$ cat config.mk
export PLATFORM = sky130hd
export DESIGN_NAME = amc_ctrl
export DESIGN_NICKNAME = d
export VERILOG_FILES = /design/src/common/amc_pkg.sv /design/src/core/amc_ctrl.sv /design/src/core/amc_osc_div.sv
export SDC_FILE = /design/constraint.sdc
export NUM_CORES = 1
export LEC_CHECK = 0
export BUFFER_PORTS_ARGS = -buffer_cell sky130_fd_sc_hd__buf_4
export CAP_MARGIN = 20
export CORE_ASPECT_RATIO = 0.9
export CORE_UTILIZATION = 40
export CTS_BUF_LIST = sky130_fd_sc_hd__clkbuf_16
export DETAILED_ROUTE_END_ITERATION = 8
export MAX_ROUTING_LAYER = met4
export PLACE_DENSITY_LB_ADDON = 0.05
export SKIP_LAST_GASP = 1
export SYNTH_ARGS = -nofsm -noshare
export SYNTH_HDL_FRONTEND = slang
export SYNTH_SLANG_ARGS = --single-unit
export TNS_END_PERCENT = 1
$ cat constraint.sdc
create_clock -name i_mclk -period 4.5 [get_ports i_mclk]
set_clock_uncertainty 0.2 [all_clocks]
set_input_delay 0 -clock i_mclk [delete_from_list [all_inputs] [get_ports i_mclk]]
set_output_delay 0 -clock i_mclk [all_outputs]
set_load 0.05 [all_outputs]
$ cat src/common/amc_pkg.sv
// Purpose: Constants for the converter control-word decoder and sequencer
// Assumes: 16-bit control word shifted MSB first, latched on chip select rise
// Notes:   Field positions, codes and cycle counts live here only
package amc_pkg;
   localparam int WORD_W       = 16;
   localparam int CNT_W        = 17;
   // Control-word field positions
   localparam int BIT_XFER     = 15;
   localparam int BIT_LEN_HI   = 12;
   localparam int BIT_LEN_LO   = 9;
   localparam int BIT_DIV4     = 8;
   localparam int BIT_DIV2     = 7;
   localparam int BIT_CHAN     = 4;
   localparam int BIT_GAIN     = 3;
   localparam int BIT_NULL     = 2;
   localparam int BIT_OSC_PD   = 1;
   localparam int BIT_ANA_PD   = 0;
   // Conversion-length codes and cycle counts
   localparam logic [3:0] LEN_CODE_10K  = 4'h9;
   localparam logic [3:0] LEN_CODE_20K  = 4'h3;
   localparam logic [3:0] LEN_CODE_81K  = 4'h6;
   localparam logic [3:0] LEN_CODE_102K = 4'h0;
   localparam logic [CNT_W-1:0] LEN_10K  = 17'd10240;
   localparam logic [CNT_W-1:0] LEN_20K  = 17'd20480;
   localparam logic [CNT_W-1:0] LEN_81K  = 17'd81920;
   localparam logic [CNT_W-1:0] LEN_102K = 17'd102400;
   // Reset value of the shift and control registers
   localparam logic [WORD_W-1:0] WORD_RST = 16'h0000;
   // Analog mux selections
   typedef enum logic [2:0] {
      AMC_MUX_CH1   = 3'h0,
      AMC_MUX_CH2   = 3'h1,
      AMC_MUX_N1    = 3'h2,
      AMC_MUX_N2    = 3'h3,
      AMC_MUX_REFN  = 3'h4,
      AMC_MUX_REFPN = 3'h5
   } amc_mux_t;
   // Conversion kinds
   typedef enum logic [1:0] {
      AMC_KIND_SIGNAL = 2'h0,
      AMC_KIND_NULL   = 2'h1,
      AMC_KIND_GAIN   = 2'h3
   } amc_kind_t;
   // Sequencer states, Gray along idle-run-done
   typedef enum logic [1:0] {
      AMC_ST_IDLE = 2'b00,
      AMC_ST_RUN  = 2'b01,
      AMC_ST_DONE = 2'b11
   } amc_state_t;
endpackage

$ cat src/core/amc_ctrl.sv
// Purpose: Serial control-word capture, mode decode and conversion sequencing
// Assumes: Serial pins come from outside the clock domain; result from modulator
// Notes:   Modulator itself is outside; this block steers it and counts cycles
// Functional notes
// - Channel bit high selects second input pair, low selects first.
// - Both cal fields zero with transfer set starts a signal conversion.
// - Null only: negative input of selected channel on both sides, null conversion.
// - Gain and null: ignore channel, negative reference on both, null conversion.
// - Gain only: references applied, gain conversion from null, result to cal register.
// - Transfer bit low discards word, keeps configuration, starts nothing.
// - Length field picks 10240, 20480, 81920 or 102400 cycles.
// - Divider bits pass, halve or quarter the oversampling clock.
// - Bit 15 high loads lower fifteen bits and starts conversion.
// - Gain field at bit three, null field at bit two.
// - Internal registers clear to zero at power-up; chip select synchronisers preset to one.
module amc_ctrl (
   // Clock and reset
   input  wire logic                     i_mclk,
   input  wire logic                     i_rst_n,
   // Serial port
   input  wire logic                     i_cs_n,
   input  wire logic                     i_sclk,
   input  wire logic                     i_din,
   output logic                          o_dout,
   // Modulator result
   input  wire logic [amc_pkg::WORD_W-1:0] i_result,
   // Converter steering
   output amc_pkg::amc_mux_t             o_mux_sel,
   output amc_pkg::amc_kind_t            o_conv_kind,
   output logic                          o_osc_tick,
   output logic                          o_busy_n,
   output logic                          o_conv_start,
   output logic                          o_null_store,
   output logic                          o_cal_store,
   output logic                          o_analog_powerdown,
   output logic                          o_oscillator_powerdown
);
   localparam int W = amc_pkg::WORD_W;

   // Three-stage synchronisers for the serial pins
   logic [2:0] cs_sync_reg, sclk_sync_reg, din_sync_reg;
   logic [2:0] cs_sync_next, sclk_sync_next, din_sync_next;
   logic       cs_q_reg, sclk_q_reg;
   logic       cs_q_next, sclk_q_next;

   always_comb begin
      cs_sync_next   = {cs_sync_reg[1:0], i_cs_n};
      sclk_sync_next = {sclk_sync_reg[1:0], i_sclk};
      din_sync_next  = {din_sync_reg[1:0], i_din};
      cs_q_next      = (cs_sync_reg[2] == cs_sync_reg[1]) ? cs_sync_reg[2] : cs_q_reg;
      sclk_q_next    = (sclk_sync_reg[2] == sclk_sync_reg[1]) ? sclk_sync_reg[2] : sclk_q_reg;
   end

   always_ff @(posedge i_mclk or negedge i_rst_n) begin
      if (!i_rst_n) begin
         // Pin idle levels, so no false edge follows reset
         cs_sync_reg   <= 3'h7;
         sclk_sync_reg <= 3'h0;
         din_sync_reg  <= 3'h0;
         cs_q_reg      <= 1'b1;
         sclk_q_reg    <= 1'b0;
      end else begin
         cs_sync_reg   <= cs_sync_next;
         sclk_sync_reg <= sclk_sync_next;
         din_sync_reg  <= din_sync_next;
         cs_q_reg      <= cs_q_next;
         sclk_q_reg    <= sclk_q_next;
      end
   end

   // Settled pin levels and edges; serial edges count only while selected
   logic       cs_stable;
   logic       sclk_stable;
   logic       cs_rise;
   logic       sclk_rise;
   logic       sclk_fall;
   assign cs_stable   = (cs_sync_reg[2] == cs_sync_reg[1]) ? cs_sync_reg[2] : cs_q_reg;
   assign sclk_stable = (sclk_sync_reg[2] == sclk_sync_reg[1]) ? sclk_sync_reg[2] : sclk_q_reg;
   assign cs_rise     = cs_stable & ~cs_q_reg;
   assign sclk_rise   = sclk_stable & ~sclk_q_reg & ~cs_q_reg;
   assign sclk_fall   = ~sclk_stable & sclk_q_reg & ~cs_q_reg;

   // Shift register, control register and sequencer state
   logic [W-1:0]          shift_reg, shift_next;
   logic [W-2:0]          ctrl_reg, ctrl_next;
   logic                  dout_reg, dout_next;
   amc_pkg::amc_state_t   st_reg, st_next;
   logic [amc_pkg::CNT_W-1:0] cnt_reg, cnt_next, len_cyc;
   logic                  start_reg, start_next;
   logic                  nst_reg, nst_next, cst_reg, cst_next;
   logic                  tick;
   logic                  gain_f;
   logic                  null_f;

   assign gain_f = ctrl_reg[amc_pkg::BIT_GAIN];
   assign null_f = ctrl_reg[amc_pkg::BIT_NULL];

   // Unlisted length codes fall back to the longest length
   always_comb begin
      case (ctrl_reg[amc_pkg::BIT_LEN_HI:amc_pkg::BIT_LEN_LO])
         amc_pkg::LEN_CODE_10K: len_cyc = amc_pkg::LEN_10K;
         amc_pkg::LEN_CODE_20K: len_cyc = amc_pkg::LEN_20K;
         amc_pkg::LEN_CODE_81K: len_cyc = amc_pkg::LEN_81K;
         default:               len_cyc = amc_pkg::LEN_102K;
      endcase
   end

   always_comb begin
      shift_next = shift_reg;
      ctrl_next  = ctrl_reg;
      dout_next  = dout_reg;
      st_next    = st_reg;
      cnt_next   = cnt_reg;
      start_next = 1'b0;
      nst_next   = 1'b0;
      cst_next   = 1'b0;
      if (sclk_rise) begin
         shift_next = {shift_reg[W-2:0], din_sync_reg[2]};
      end
      if (sclk_fall) begin
         dout_next = shift_reg[W-1];
      end
      case (st_reg)
         amc_pkg::AMC_ST_IDLE: begin
            cnt_next = '0;
         end
         amc_pkg::AMC_ST_RUN: begin
            if (tick) begin
               cnt_next = cnt_reg + 17'h00001;
               if (cnt_reg == len_cyc - 17'h00001) begin
                  st_next = amc_pkg::AMC_ST_DONE;
               end
            end
         end
         amc_pkg::AMC_ST_DONE: begin
            shift_next = i_result;
            dout_next  = i_result[W-1];
            nst_next   = (o_conv_kind == amc_pkg::AMC_KIND_NULL);
            cst_next   = (o_conv_kind == amc_pkg::AMC_KIND_GAIN);
            st_next    = amc_pkg::AMC_ST_IDLE;
         end
         default: st_next = amc_pkg::AMC_ST_IDLE;
      endcase
      // Word taken at chip select rise; a new conversion aborts the old one
      if (cs_rise) begin
         if (shift_reg[amc_pkg::BIT_XFER]) begin
            ctrl_next  = shift_reg[W-2:0];
            st_next    = amc_pkg::AMC_ST_RUN;
            cnt_next   = '0;
            start_next = 1'b1;
            // A run ending in this very cycle is aborted too, so no stray store
            nst_next   = 1'b0;
            cst_next   = 1'b0;
         end // else word discarded
      end
   end

   always_ff @(posedge i_mclk or negedge i_rst_n) begin
      if (!i_rst_n) begin
         shift_reg <= amc_pkg::WORD_RST;
         ctrl_reg  <= amc_pkg::WORD_RST[W-2:0];
         dout_reg  <= 1'b0;
         st_reg    <= amc_pkg::AMC_ST_IDLE;
         cnt_reg   <= '0;
         start_reg <= 1'b0;
         nst_reg   <= 1'b0;
         cst_reg   <= 1'b0;
      end else begin
         shift_reg <= shift_next;
         ctrl_reg  <= ctrl_next;
         dout_reg  <= dout_next;
         st_reg    <= st_next;
         cnt_reg   <= cnt_next;
         start_reg <= start_next;
         nst_reg   <= nst_next;
         cst_reg   <= cst_next;
      end
   end

   // Mode and mux decode
   always_comb begin
      if (gain_f && null_f) begin
         o_mux_sel   = amc_pkg::AMC_MUX_REFN;
         o_conv_kind = amc_pkg::AMC_KIND_NULL;
      end else if (gain_f) begin
         o_mux_sel   = amc_pkg::AMC_MUX_REFPN;
         o_conv_kind = amc_pkg::AMC_KIND_GAIN;
      end else if (null_f) begin
         o_mux_sel   = ctrl_reg[amc_pkg::BIT_CHAN] ? amc_pkg::AMC_MUX_N2 : amc_pkg::AMC_MUX_N1;
         o_conv_kind = amc_pkg::AMC_KIND_NULL;
      end else begin
         o_mux_sel   = ctrl_reg[amc_pkg::BIT_CHAN] ? amc_pkg::AMC_MUX_CH2 : amc_pkg::AMC_MUX_CH1;
         o_conv_kind = amc_pkg::AMC_KIND_SIGNAL;
      end
   end

   // Divider free-runs; a new word does not realign its phase
   amc_osc_div u_div (
      .i_mclk (i_mclk),
      .i_rst_n(i_rst_n),
      .i_div2 (ctrl_reg[amc_pkg::BIT_DIV2]),
      .i_div4 (ctrl_reg[amc_pkg::BIT_DIV4]),
      .o_tick (tick)
   );

   // Busy decodes state, so it falls with the start pulse
   assign o_osc_tick             = tick;
   assign o_busy_n               = (st_reg == amc_pkg::AMC_ST_IDLE);
   assign o_conv_start           = start_reg;
   assign o_null_store           = nst_reg;
   assign o_cal_store            = cst_reg;
   assign o_dout                 = dout_reg;
   assign o_analog_powerdown     = ctrl_reg[amc_pkg::BIT_ANA_PD];
   assign o_oscillator_powerdown = ctrl_reg[amc_pkg::BIT_OSC_PD];
endmodule

$ cat src/core/amc_osc_div.sv
// Purpose: Oversampling clock enable from the input clock by 1, 2 or 4
// Assumes: Divide ratio code is stable while converting
// Notes:   Produces a one-cycle tick rather than a derived clock
module amc_osc_div (
   // Clock and reset
   input  wire logic i_mclk,
   input  wire logic i_rst_n,
   // Control
   input  wire logic i_div2,
   input  wire logic i_div4,
   // Tick out
   output logic      o_tick
);
   logic [1:0] cnt_reg;
   logic [1:0] cnt_next;
   logic       tick_next;
   logic       tick_reg;

   // Both divider bits set is not allowed; treated as divide by four
   always_comb begin
      cnt_next  = cnt_reg + 2'h1;
      tick_next = 1'b0;
      if (i_div4) begin
         tick_next = (cnt_reg == 2'h3);
      end else if (i_div2) begin
         tick_next = cnt_reg[0];
         cnt_next  = {1'b0, ~cnt_reg[0]};
      end else begin
         tick_next = 1'b1;
         cnt_next  = 2'h0;
      end
   end

   always_ff @(posedge i_mclk or negedge i_rst_n) begin
      if (!i_rst_n) begin
         cnt_reg  <= 2'h0;
         tick_reg <= 1'b0;
      end else begin
         cnt_reg  <= cnt_next;
         tick_reg <= tick_next;
      end
   end

   assign o_tick = tick_reg;
endmodule

* After elaboration in Yosys (flattened, before gate mapping)
Cells that the tools add are included.
** Operators by class
- Bitwise gates (word level) :: 9
- Multiplexer cells :: 36
- Reductions and logical operators :: 5
- $add $sub $neg :: 3
- Equality and inequality tests :: 11
** Operator list (count)
- 17-bit two-way mux :: 3
- 17-bit case mux with 3 select lines :: 1
- 17-bit case mux with 2 select lines :: 1
- 16-bit two-way mux :: 2
- 1-bit two-way mux :: 18
- 17-bit by 1-bit adder with 17-bit output, second input constant :: 1
- 17-bit equality test :: 1
- 17-bit by 1-bit subtractor with 17-bit output, second input constant :: 1
- 2-bit two-way mux :: 8
- 2-bit equality test, second input constant :: 3
- 3-bit two-way mux :: 2
- 1-bit bitwise AND :: 5
- 2-bit by 1-bit equality test with 1-bit output, second input constant :: 2
- 4-bit by 2-bit equality test with 1-bit output, second input constant :: 1
- 4-bit by 3-bit equality test with 1-bit output, second input constant :: 1
- 4-bit equality test, second input constant :: 1
- 1-bit inverter :: 4
- 2-bit case mux with 2 select lines :: 1
- 2-bit nonzero test :: 2
- 2-bit by 1-bit adder with 2-bit output, second input constant :: 1
- 1-bit equality test :: 2
- 2-bit zero test :: 1
- 2-bit AND reduction :: 1
- 1-bit logical AND :: 1
** Storage, ports and cells
- Bits of input ports :: 21
- Logic and storage cells :: 79
- Output and inout bits :: 13
- Bits in registers :: 66

* Logic depth before layout (Yosys ltp)
Gate-level depths: netlist of the first run.
- Word-level depth :: 9
- Gate-level depth with buffers :: 8
- Mapped depth without buffers :: 8

* Modules after synthesis
A second synthesis of the first run with hierarchy kept.
** Second synthesis, totals
- Cell total of the unflattened synthesis :: 273
- Area, all modules :: 2856.5 um^2
** Modules (own cells, without submodules)
- amc_ctrl :: cells each 263, sequential area each 1531.5 um^2, area an instance 2735.1 um^2, instances 1
- amc_osc_div :: cells each 10, sequential area each 75.1 um^2, area an instance 121.4 um^2, instances 1

* Worst setup path after synthesis of the first run
OpenSTA, ideal clock, no wires.
- Path type :: register -> register
- From :: reg ctrl_reg[11]
- To :: reg st_reg[1]
- Buffers on the path :: 0
- Library setup time :: 65 ps
- Slack :: 2431 ps
- Clock period less this slack :: 2069 ps
- Cell stages (with the launch flop) :: 9
- Required time :: 4235 ps
- Arrival time :: 1804 ps
- Cells stage by stage :: dfrtp_1 nand2b_1 or2_2 and2_1 ha_1 xnor2_1 nand3_1 nor3_1 o221a_2
** On the way
- Longest elaborated chain between the ends :: 9
- Elaborated cells between the ends (all ways) :: 11
- Classes of those cells :: add/sub: 1; eq/ne: 4; mux: 6
** RTL lines
- start: declaration :: RTL line amc_ctrl.sv:85 : logic [W-2:0] ctrl_reg, ctrl_next;
- start signal: assignment :: RTL line amc_ctrl.sv:161 : ctrl_reg <= amc_pkg::WORD_RST[W-2:0];
- start signal: assignment :: RTL line amc_ctrl.sv:170 : ctrl_reg <= ctrl_next;
- 4-bit by 3-bit equality test with 1-bit output, or another cell as far along :: RTL line amc_ctrl.sv:100 : case (ctrl_reg[amc_pkg::BIT_LEN_HI:amc_pkg::BIT_LEN_LO])
- 17-bit case mux with 3 select lines * :: RTL line amc_ctrl.sv:100
- 17-bit by 1-bit subtractor with 17-bit output * :: RTL line amc_ctrl.sv:130 : if (cnt_reg == len_cyc - 17'h00001) begin
- 17-bit equality test * :: RTL line amc_ctrl.sv:130
- 2-bit two-way mux * :: RTL line amc_ctrl.sv:130
- 2-bit two-way mux * :: RTL line amc_ctrl.sv:128 : if (tick) begin
- 2-bit case mux with 2 select lines * :: RTL line amc_ctrl.sv:123 : case (st_reg)
- 2-bit two-way mux :: RTL line amc_ctrl.sv:146 : if (shift_reg[amc_pkg::BIT_XFER]) begin
- 2-bit two-way mux * :: RTL line amc_ctrl.sv:145 : if (cs_rise) begin
- named net st_next[1] :: RTL line amc_ctrl.sv:87 : amc_pkg::amc_state_t st_reg, st_next;
- end signal: assignment :: RTL line amc_ctrl.sv:163 : st_reg <= amc_pkg::AMC_ST_IDLE;
- end signal: assignment :: RTL line amc_ctrl.sv:172 : st_reg <= st_next;
- end: declaration :: RTL line amc_ctrl.sv:87
Mark *: on every way through the listed nets, which the timed path passes. The rest lies on a longest branch.
A chain may end at the register's enable or synchronous reset.

* Final worst setup path of the first run
Ends and elaborated chain as after synthesis.

==> results.txt, run 1 <==
Dpl hpwl - 3710 um
Status - finished clean
Clock Pin Slew Worst Setup and Hold Paths - 50 ps
First-pass GRT wire length - 9890 um
Post-Synth XOR/XNOR Area - 4.29%
Initial DRC count - 70
Synth Area in Compound Gates - 7.45%
Placed cell count - 392
Ys async rst share - 100%
WS Path Type - reg2reg
Layout area overhead - 30.5%
Post_cts resized - 0
Clock Latency Late Sink - 330 ps
CTS Sinks - 64
Drt first pass iters - 4
Leakage - 0.00161 uW
Hold WS - 112 ps
Routability congestion estimate - 0.771
H-tree Lvls - 3
Final setup vio count - 0
GRT Util Overall - 17.8%
RSZ-0062 raised after global routing - false
Worst-path cell chain - nand2b_1 > or2_2 > and2_1 > ha_1 > xnor2_1 > nand3_1 > nor3_1 > o221a_2
Post-synthesis register bit count - 64
Nets - 357
Core area - 6730 um^2
Vias in the first global route - 2014
# Post-CTS Setup Buffers - 0
Period minus WS final - 2240 ps
Post-DP Area - 3210 um^2
Vias after detailed routing - 2116
Setup TNS - 0 ps
DRC - 0
Hold Violations, Final - 0
Ys flop type - dfrtp_1
Share of layout cells above drive strength 1 - 17.8%
Endpoint class of the critical path - flip-flop
Initial antenna violation count - 0
EDFF count, synth - 0
Setup slack after layout - 2260 ps
Post-Syn Area - 2860 um^2
CTS root buf - clkbuf_16
Largest register FFs - 17
Crit path launch type - flip-flop
Wire per inst - 13.6 um
Slew Viols, Final - 0
Hold Crit Class - in2async
Post-synthesis simple-gate area fraction - 21.2%
Total CTS buffers - 9
Worst relative slew slack - 36.9%
Die ar. - 7480 um^2
PwrDens - 512 nW/um^2
Num ports - 34
IO buf count - 33
Max-Cap Viols - 0
Final wirelength - 5820 um
Initial Utilization - 42.5%
Worst Path Required - 4560 ps
Reg2reg setup slack - 2260 ps
Unique masters post-synth - 38
Post-Synthesis Cells - 277
VDD IR max - 0.000340 V
CP max FO - 6
Adder-cell area share of the yosys netlist - 2.01%
CP max-delay cell - dfrtp_1
CP peak stage delay - 420 ps
Syn_nets - 301
CTS tree - built
Worst R2R Path Depth - 8
Die H - 82.2 um
Period utilization - 49.9%
GRT overflow - 0
Rows - 28
Crit path DAT - 2310 ps
Avg Inst Size Synth - 10.3 um^2
DR vias/cell - 4.94
Fin cells - 428
Mux share of post-synthesis cell area - 6.31%
Clk buf depth - 2
Pre-CTS WS - 2240 ps
Largest family of logic cells by synthesized area - simple AND/OR/NAND/NOR gates
Die width - 91.1 um
Seq/Total Area, Yosys - 56.2%
Largest net degree at the start of global routing - 65
Hold buffer count at cts - 20
Warning count from the yosys run - 0
Post-route cell area - 3730 um^2
Slew @ Worst Pin - 946 ps
Ant. Diodes - 0
Routed Antenna Nets - 0
FMAX - 446 MHz
[worst paths after layout]
kind	startpoint	end
worst max-delay path	ctrl_reg[11]	st_reg[1]
worst min-delay path	i_rst_n	sclk_sync_reg[2]
worst max register to register	ctrl_reg[11]	st_reg[1]
worst min register to register	din_sync_reg[1]	din_sync_reg[2]
max in group asynchronous	i_rst_n	cnt_reg[6]
min in group i_mclk	i_din	din_sync_reg[0]
[power breakdown]
| group | leakage [uW] | switching [uW] | internal (uW) |
|---|---|---|---|
| Combinational | 0.000715 | 245 | 163 |
| Clock | 0.000153 | 255 | 485 |
| Sequential | 0.000746 | 91.5 | 667 |
[cell usage after synthesis, types with 2 or more instances]
cell type | count | area, um^2
a21oi_1 | 10 | 50.1
dfstp_2 | 4 | 105
nand4_1 | 6 | 37.5
maj3_1 | 2 | 20.0
and2_1 | 5 | 31.3
buf_2 | 2 | 10.0
o21ai_0 | 26 | 130
or2_2 | 2 | 12.5
ha_1 | 3 | 37.5
inv_1 | 7 | 26.3
nor4_1 | 3 | 18.8
nand2b_1 | 3 | 18.8
nor4b_1 | 2 | 17.5
and3_1 | 4 | 25.0
nand3_1 | 10 | 50.1
clkbuf_1 | 6 | 22.5
or3_1 | 6 | 37.5
nor2b_1 | 3 | 18.8
nor2_1 | 17 | 63.8
xnor2_1 | 7 | 61.3
nor3_1 | 4 | 20.0
dfrtp_1 | 60 | 1500
nand2_1 | 47 | 176
mux2i_1 | 18 | 180
xor2_1 | 7 | 61.3
[layer usage]
layer	GRT usage (%)	vias up	routed length (um)
li1	-	1069	-
met1	23.1	1004	3000
met2	27.0	36	2500
met3	5.77	7	241
met4	5.24	0	74
met5	-	-	0
[placed cells by master (no fill, tap or decap), types with 2 or more instances in the layout]
cell | netlist | final
a21oi_1 | 10 | 10
and2_1 | 5 | 5
and3_1 | 4 | 4
buf_4 | 1 | 34
bufinv_16 | 0 | 2
clkbuf_16 | 0 | 9
clkinvlp_4 | 0 | 2
dfrtp_1 | 60 | 60
dfstp_2 | 4 | 4
dlygate4sd3_1 | 0 | 20
ha_1 | 3 | 3
inv_1 | 7 | 8
maj3_1 | 2 | 2
mux2i_1 | 18 | 18
nand2_1 | 47 | 47
nand2b_1 | 3 | 3
nand3_1 | 10 | 10
nand4_1 | 6 | 6
nor2_1 | 17 | 17
nor2b_1 | 3 | 3
nor3_1 | 4 | 4
nor4_1 | 3 | 3
nor4b_1 | 2 | 2
o21ai_0 | 26 | 26
or2_2 | 2 | 2
or3_1 | 6 | 6
xnor2_1 | 7 | 7
xor2_1 | 7 | 7
[metrics by stage]
| stage | power (uW) | util, % |
|---|---|---|
| final | 1910 | 55.4 |
| after floorplan | 1040 | - |
| after detailed placement | 1170 | 47.7 |
| after global routing | 2010 | 55.4 |
| after CTS | 1930 | 55.4 |
| after global placement | 1160 | 47.5 |
[critical path: cells and delay by family, from the launching register on]
family | cells | cell delay, ps
AND/OR/NAND/NOR | 5 | 940
XOR/XNOR | 1 | 130
adder cells (fa/ha/maj) | 1 | 280
AO/OA/AOI/OAI | 1 | 210
flip-flops | 1 | 420
[layout make-up]
| cell class | instances | area (um^2) |
|---|---|---|
| clock inverter | 7 | 96.3 |
| multi-input combinational | 196 | 1190 |
| clock buffer | 9 | 225 |
| fill | 611 | 3000 |
| inverter | 7 | 26.3 |
| timing repair buffer | 55 | 467 |
| tap | 90 | 113 |
| sequential | 64 | 1610 |
[logic make-up (layout without fill, tap and decap cells)]
kind of cell,Yosys count,after routing
muxes,18,18
AOI/OAI and AO/OA,40,40
and+or+nand+nor,119,119
xor gates and xnor gates,14,14
DFF,64,64
adders and majority gates,5,5
buffers and inverters,17,78
Note: power is estimated with default switching activity, not from simulation.
==> inputs of run 2 (changes only) <==
--- a/config.mk
+++ b/config.mk
@@ -5,6 +5,7 @@
 export SDC_FILE = /design/constraint.sdc
 export NUM_CORES = 1
 export LEC_CHECK = 0
+export ABC_AREA = 1
 export BUFFER_PORTS_ARGS = -buffer_cell sky130_fd_sc_hd__buf_4
 export CAP_MARGIN = 20
 export CORE_ASPECT_RATIO = 0.9
==> constraint.sdc (replaced) <==
create_clock -name i_mclk -period 1.9 [get_ports i_mclk]
set_clock_uncertainty 0.2 [all_clocks]
set_input_delay 0 -clock i_mclk [delete_from_list [all_inputs] [get_ports i_mclk]]
set_output_delay 0 -clock i_mclk [all_outputs]
set_load 0.05 [all_outputs]
==> results.txt, run 2 <==
Syn_nets - 376 (+25%)
Vias in the first global route - 2372 (+18%)
Num ports - 34 (unchanged)
# Post-CTS Setup Buffers - 0 (unchanged)
Critical path buffers and inverters - 1 (+1)
Largest cells by area after synthesis - dfrtp_1 50%, nand2_1 14%, nand3_1 4.7%
Clk buf depth - 2 (unchanged)
Grt met3 use - 5.28% (-0.49 points)
Post-DP Area - 3380 um^2 (+5.3%)
EDFF count, synth - 0 (unchanged)
Setup TNS - 0 ps (unchanged)
GRT overflow - 0 (unchanged)
Commonest non-fill, non-tap cell in the layout - nand2_1
Clock Latency Late Sink - 320 ps (about the same)
Family with the most delay on the worst path - simple AND/OR/NAND/NOR gates
Total CTS buffers - 9 (unchanged)
Initial antenna violation count - 0 (unchanged)
Post-synthesis register bit count - 64 (unchanged)
Avg Inst Size Synth - 8.49 um^2 (-18%)
Final setup vio count - 0 (unchanged)
GRT Max-Usage Layer - met2
Count leader, synth - nand2_1
Slew Viols, Final - 0 (unchanged)
Final wirelength - 6180 um (+6.3%)
PwrDens - 1340 nW/um^2 (+160%)
DRC - 0 (unchanged)
CTS tree - built
Nets - 441 (+24%)
Die ar. - 7820 um^2 (+4.5%)
Endpoint class of the critical path - flip-flop
Warning count from the yosys run - 0 (unchanged)
Largest register FFs - 17 (unchanged)
CP peak stage delay - 400 ps (-20 ps)
Leakage - 0.00192 uW (+19%)
Post-route cell area - 3940 um^2 (+5.8%)
Share of layout cells above drive strength 1 - 22.1% (+4.3 points)
Top cell type by total area after synthesis - dfrtp_1
Die H - 84.0 um (+2.2%)
CP max FO - 4 (-2)
Slew @ Worst Pin - 411 ps (-534 ps)
Crit path launch type - flip-flop
VDD IR max - 0.000684 V (+100%)
Initial Utilization - 41.8% (-0.65 points)
Post-Syn Area - 2990 um^2 (+4.6%)
Die width - 93.1 um (+2.2%)
First-pass GRT wire length - 11000 um (+11%)
Largest net degree at the start of global routing - 35 (-46%)
Period utilization - 91.8% (+42 points)
Commonest cells after routing, fill and taps aside - 112 x nand2_1, 60 x dfrtp_1, 39 x buf_4
CTS root buf - clkbuf_16
Routability congestion estimate - 0.776 (+0.56%)
Dpl hpwl - 4290 um (+16%)
Drt first pass iters - 4 (unchanged)
Met2 global-route usage - 29.1% (+2.2 points)
GRT Util Overall - 18.7% (+0.89 points)
Grt met1 use - 23.3% (+0.18 points)
Ys async rst share - 100% (unchanged)
FMAX - 573 MHz (+29%)
Max-Cap Viols - 0 (unchanged)
Fill count - 651 (+6.5%)
Hold Crit Class - in2reg
Worst-path cell chain - nor2_2 > nand2_2 > nand2_1 > inv_1 > ha_4 > nand2_1 > nand2_1 > nor2_1 > nand2_1 > nor2_1 > nand3_1 > nor2_1
Worst relative slew slack - 72.6% (+36 points)
Seq/Total Area, Yosys - 53.7% (-2.5 points)
Ant. Diodes - 0 (unchanged)
Initial DRC count - 77 (+10%)
Hold Violations, Final - 0 (unchanged)
Clock Pin Slew Worst Setup and Hold Paths - 50 ps (about the same)
Ys flop type - dfrtp_1
Crit path DAT - 1800 ps (-510 ps)
Multi-input gate area - 1210 um^2 (+1.6%)
Layout area overhead - 31.9%
Wire per inst - 12.0 um (-11%)
Rows - 29 (+3.6%)
CP max-delay cell - dfrtp_1
WS Path Type - reg2reg
H-tree Lvls - 3 (unchanged)
Post-Synthesis Cells - 352 (+27%)
DR vias/cell - 4.68 (-5.3%)
Post-synth top area share - 50.2% (-2.3 points)
Vias after detailed routing - 2407 (+14%)
Core area - 7150 um^2 (+6.3%)
Routed Antenna Nets - 0 (unchanged)
Status - finished clean
Worst Path Required - 1950 ps (-2610 ps)
IO buf count - 33 (unchanged)
Unique masters post-synth - 36 (-5.3%)
Most frequent cell on the critical path - nand2_1
Register area - 1610 um^2 (unchanged)
Period minus WS final - 1740 ps (-500 ps)
CTS Sinks - 64 (unchanged)
Most frequent cells after synthesis - 114 x nand2_1, 60 x dfrtp_1, 35 x inv_1
## run 2: changes by cell type after synthesis, moves of 7 or more
cell,before,now
nand2_1,47,114
inv_1,7,35
mux2i_1,18,0
nand3_1,10,28
o21ai_0,26,11
nor2_1,17,27
nor2_2,0,7
## run 2: cells by family after synthesis
family / count (synthesis) / synth area share (%)
AND/OR/NAND/NOR: 200 / 31.0
flip-flops: 64 / 53.7
buffers and inverters: 47 / 6.40
AO/OA/AOI/OAI: 34 / 6.36
adder cells (fa/ha/maj): 4 / 1.59
XOR/XNOR: 3 / 0.879
## run 2: metrics by stage
step / setup WS (ps) / std cells / utilization (%) / hold WS, ps / total power, uW
after detailed placement: 65.7 / 478 / 47.2 / -229 / 3400
after global placement: 92.1 / 478 / 47.2 / -231 / 3370
final: 156 / 514 / 55.2 / 125 / 5300
after global routing: -5.10 / 514 / 55.2 / 110 / 5640
after CTS: 40.8 / 514 / 54.9 / 106 / 5330
after floorplan: 44.3 / 352 / - / -496 / 2950
## run 2: cell type report
type | instances | area share (%)
inverter | 40 | 3.81
sequential | 64 | 40.7
clock buffer | 9 | 5.71
timing repair buffer | 61 | 13.3
tap | 93 | 2.95
multi-input combinational | 241 | 30.8
clock inverter | 6 | 2.76
## run 2: power breakdown
group          total, uW  switching, uW  internal (uW)
registers           1970            269           1700
logic               1480            944            534
clock network       1860            587           1270
## run 2: metal layers
| metal | share of wire (%) | routed length (um) | vias to the layer above |
|---|---|---|---|
| met5 | 0 | 0 | - |
| met1 | 47 | 2930 | 1128 |
| li1 | - | - | 1239 |
| met4 | 0.92 | 57 | 0 |
| met2 | 49 | 3020 | 35 |
| met3 | 2.9 | 177 | 5 |
## run 2: what timing repair did
| action | in CTS | in global routing |
|---|---|---|
| hold endpoints to repair | 80 | 0 |
| gates resized for setup | 0 | 6 |
| endpoints found under the setup margin | 0 | 1 |
| hold buffers | 21 | 0 |
## run 2: worst reg2reg max path: cells and delay by family (launching register included)
family / cells / cell delay [ps]
buffers and inverters: 1 / 60
and+or+nand+nor: 10 / 810
DFF: 1 / 400
adders and majority gates: 1 / 210
## run 2: final timing paths
check	cells past startpoint	to	slack, ps	start
min in group asynchronous	3	cnt_reg[7]	480	i_rst_n
max in group asynchronous	4	cs_sync_reg[0]	430	i_rst_n
worst min register to register	0	sclk_sync_reg[1]	150	sclk_sync_reg[0]
worst max-delay path	12	st_reg[1]	160	ctrl_reg[11]
worst max register to register	12	st_reg[1]	160	ctrl_reg[11]
worst min-delay path	2	din_sync_reg[0]	130	i_din
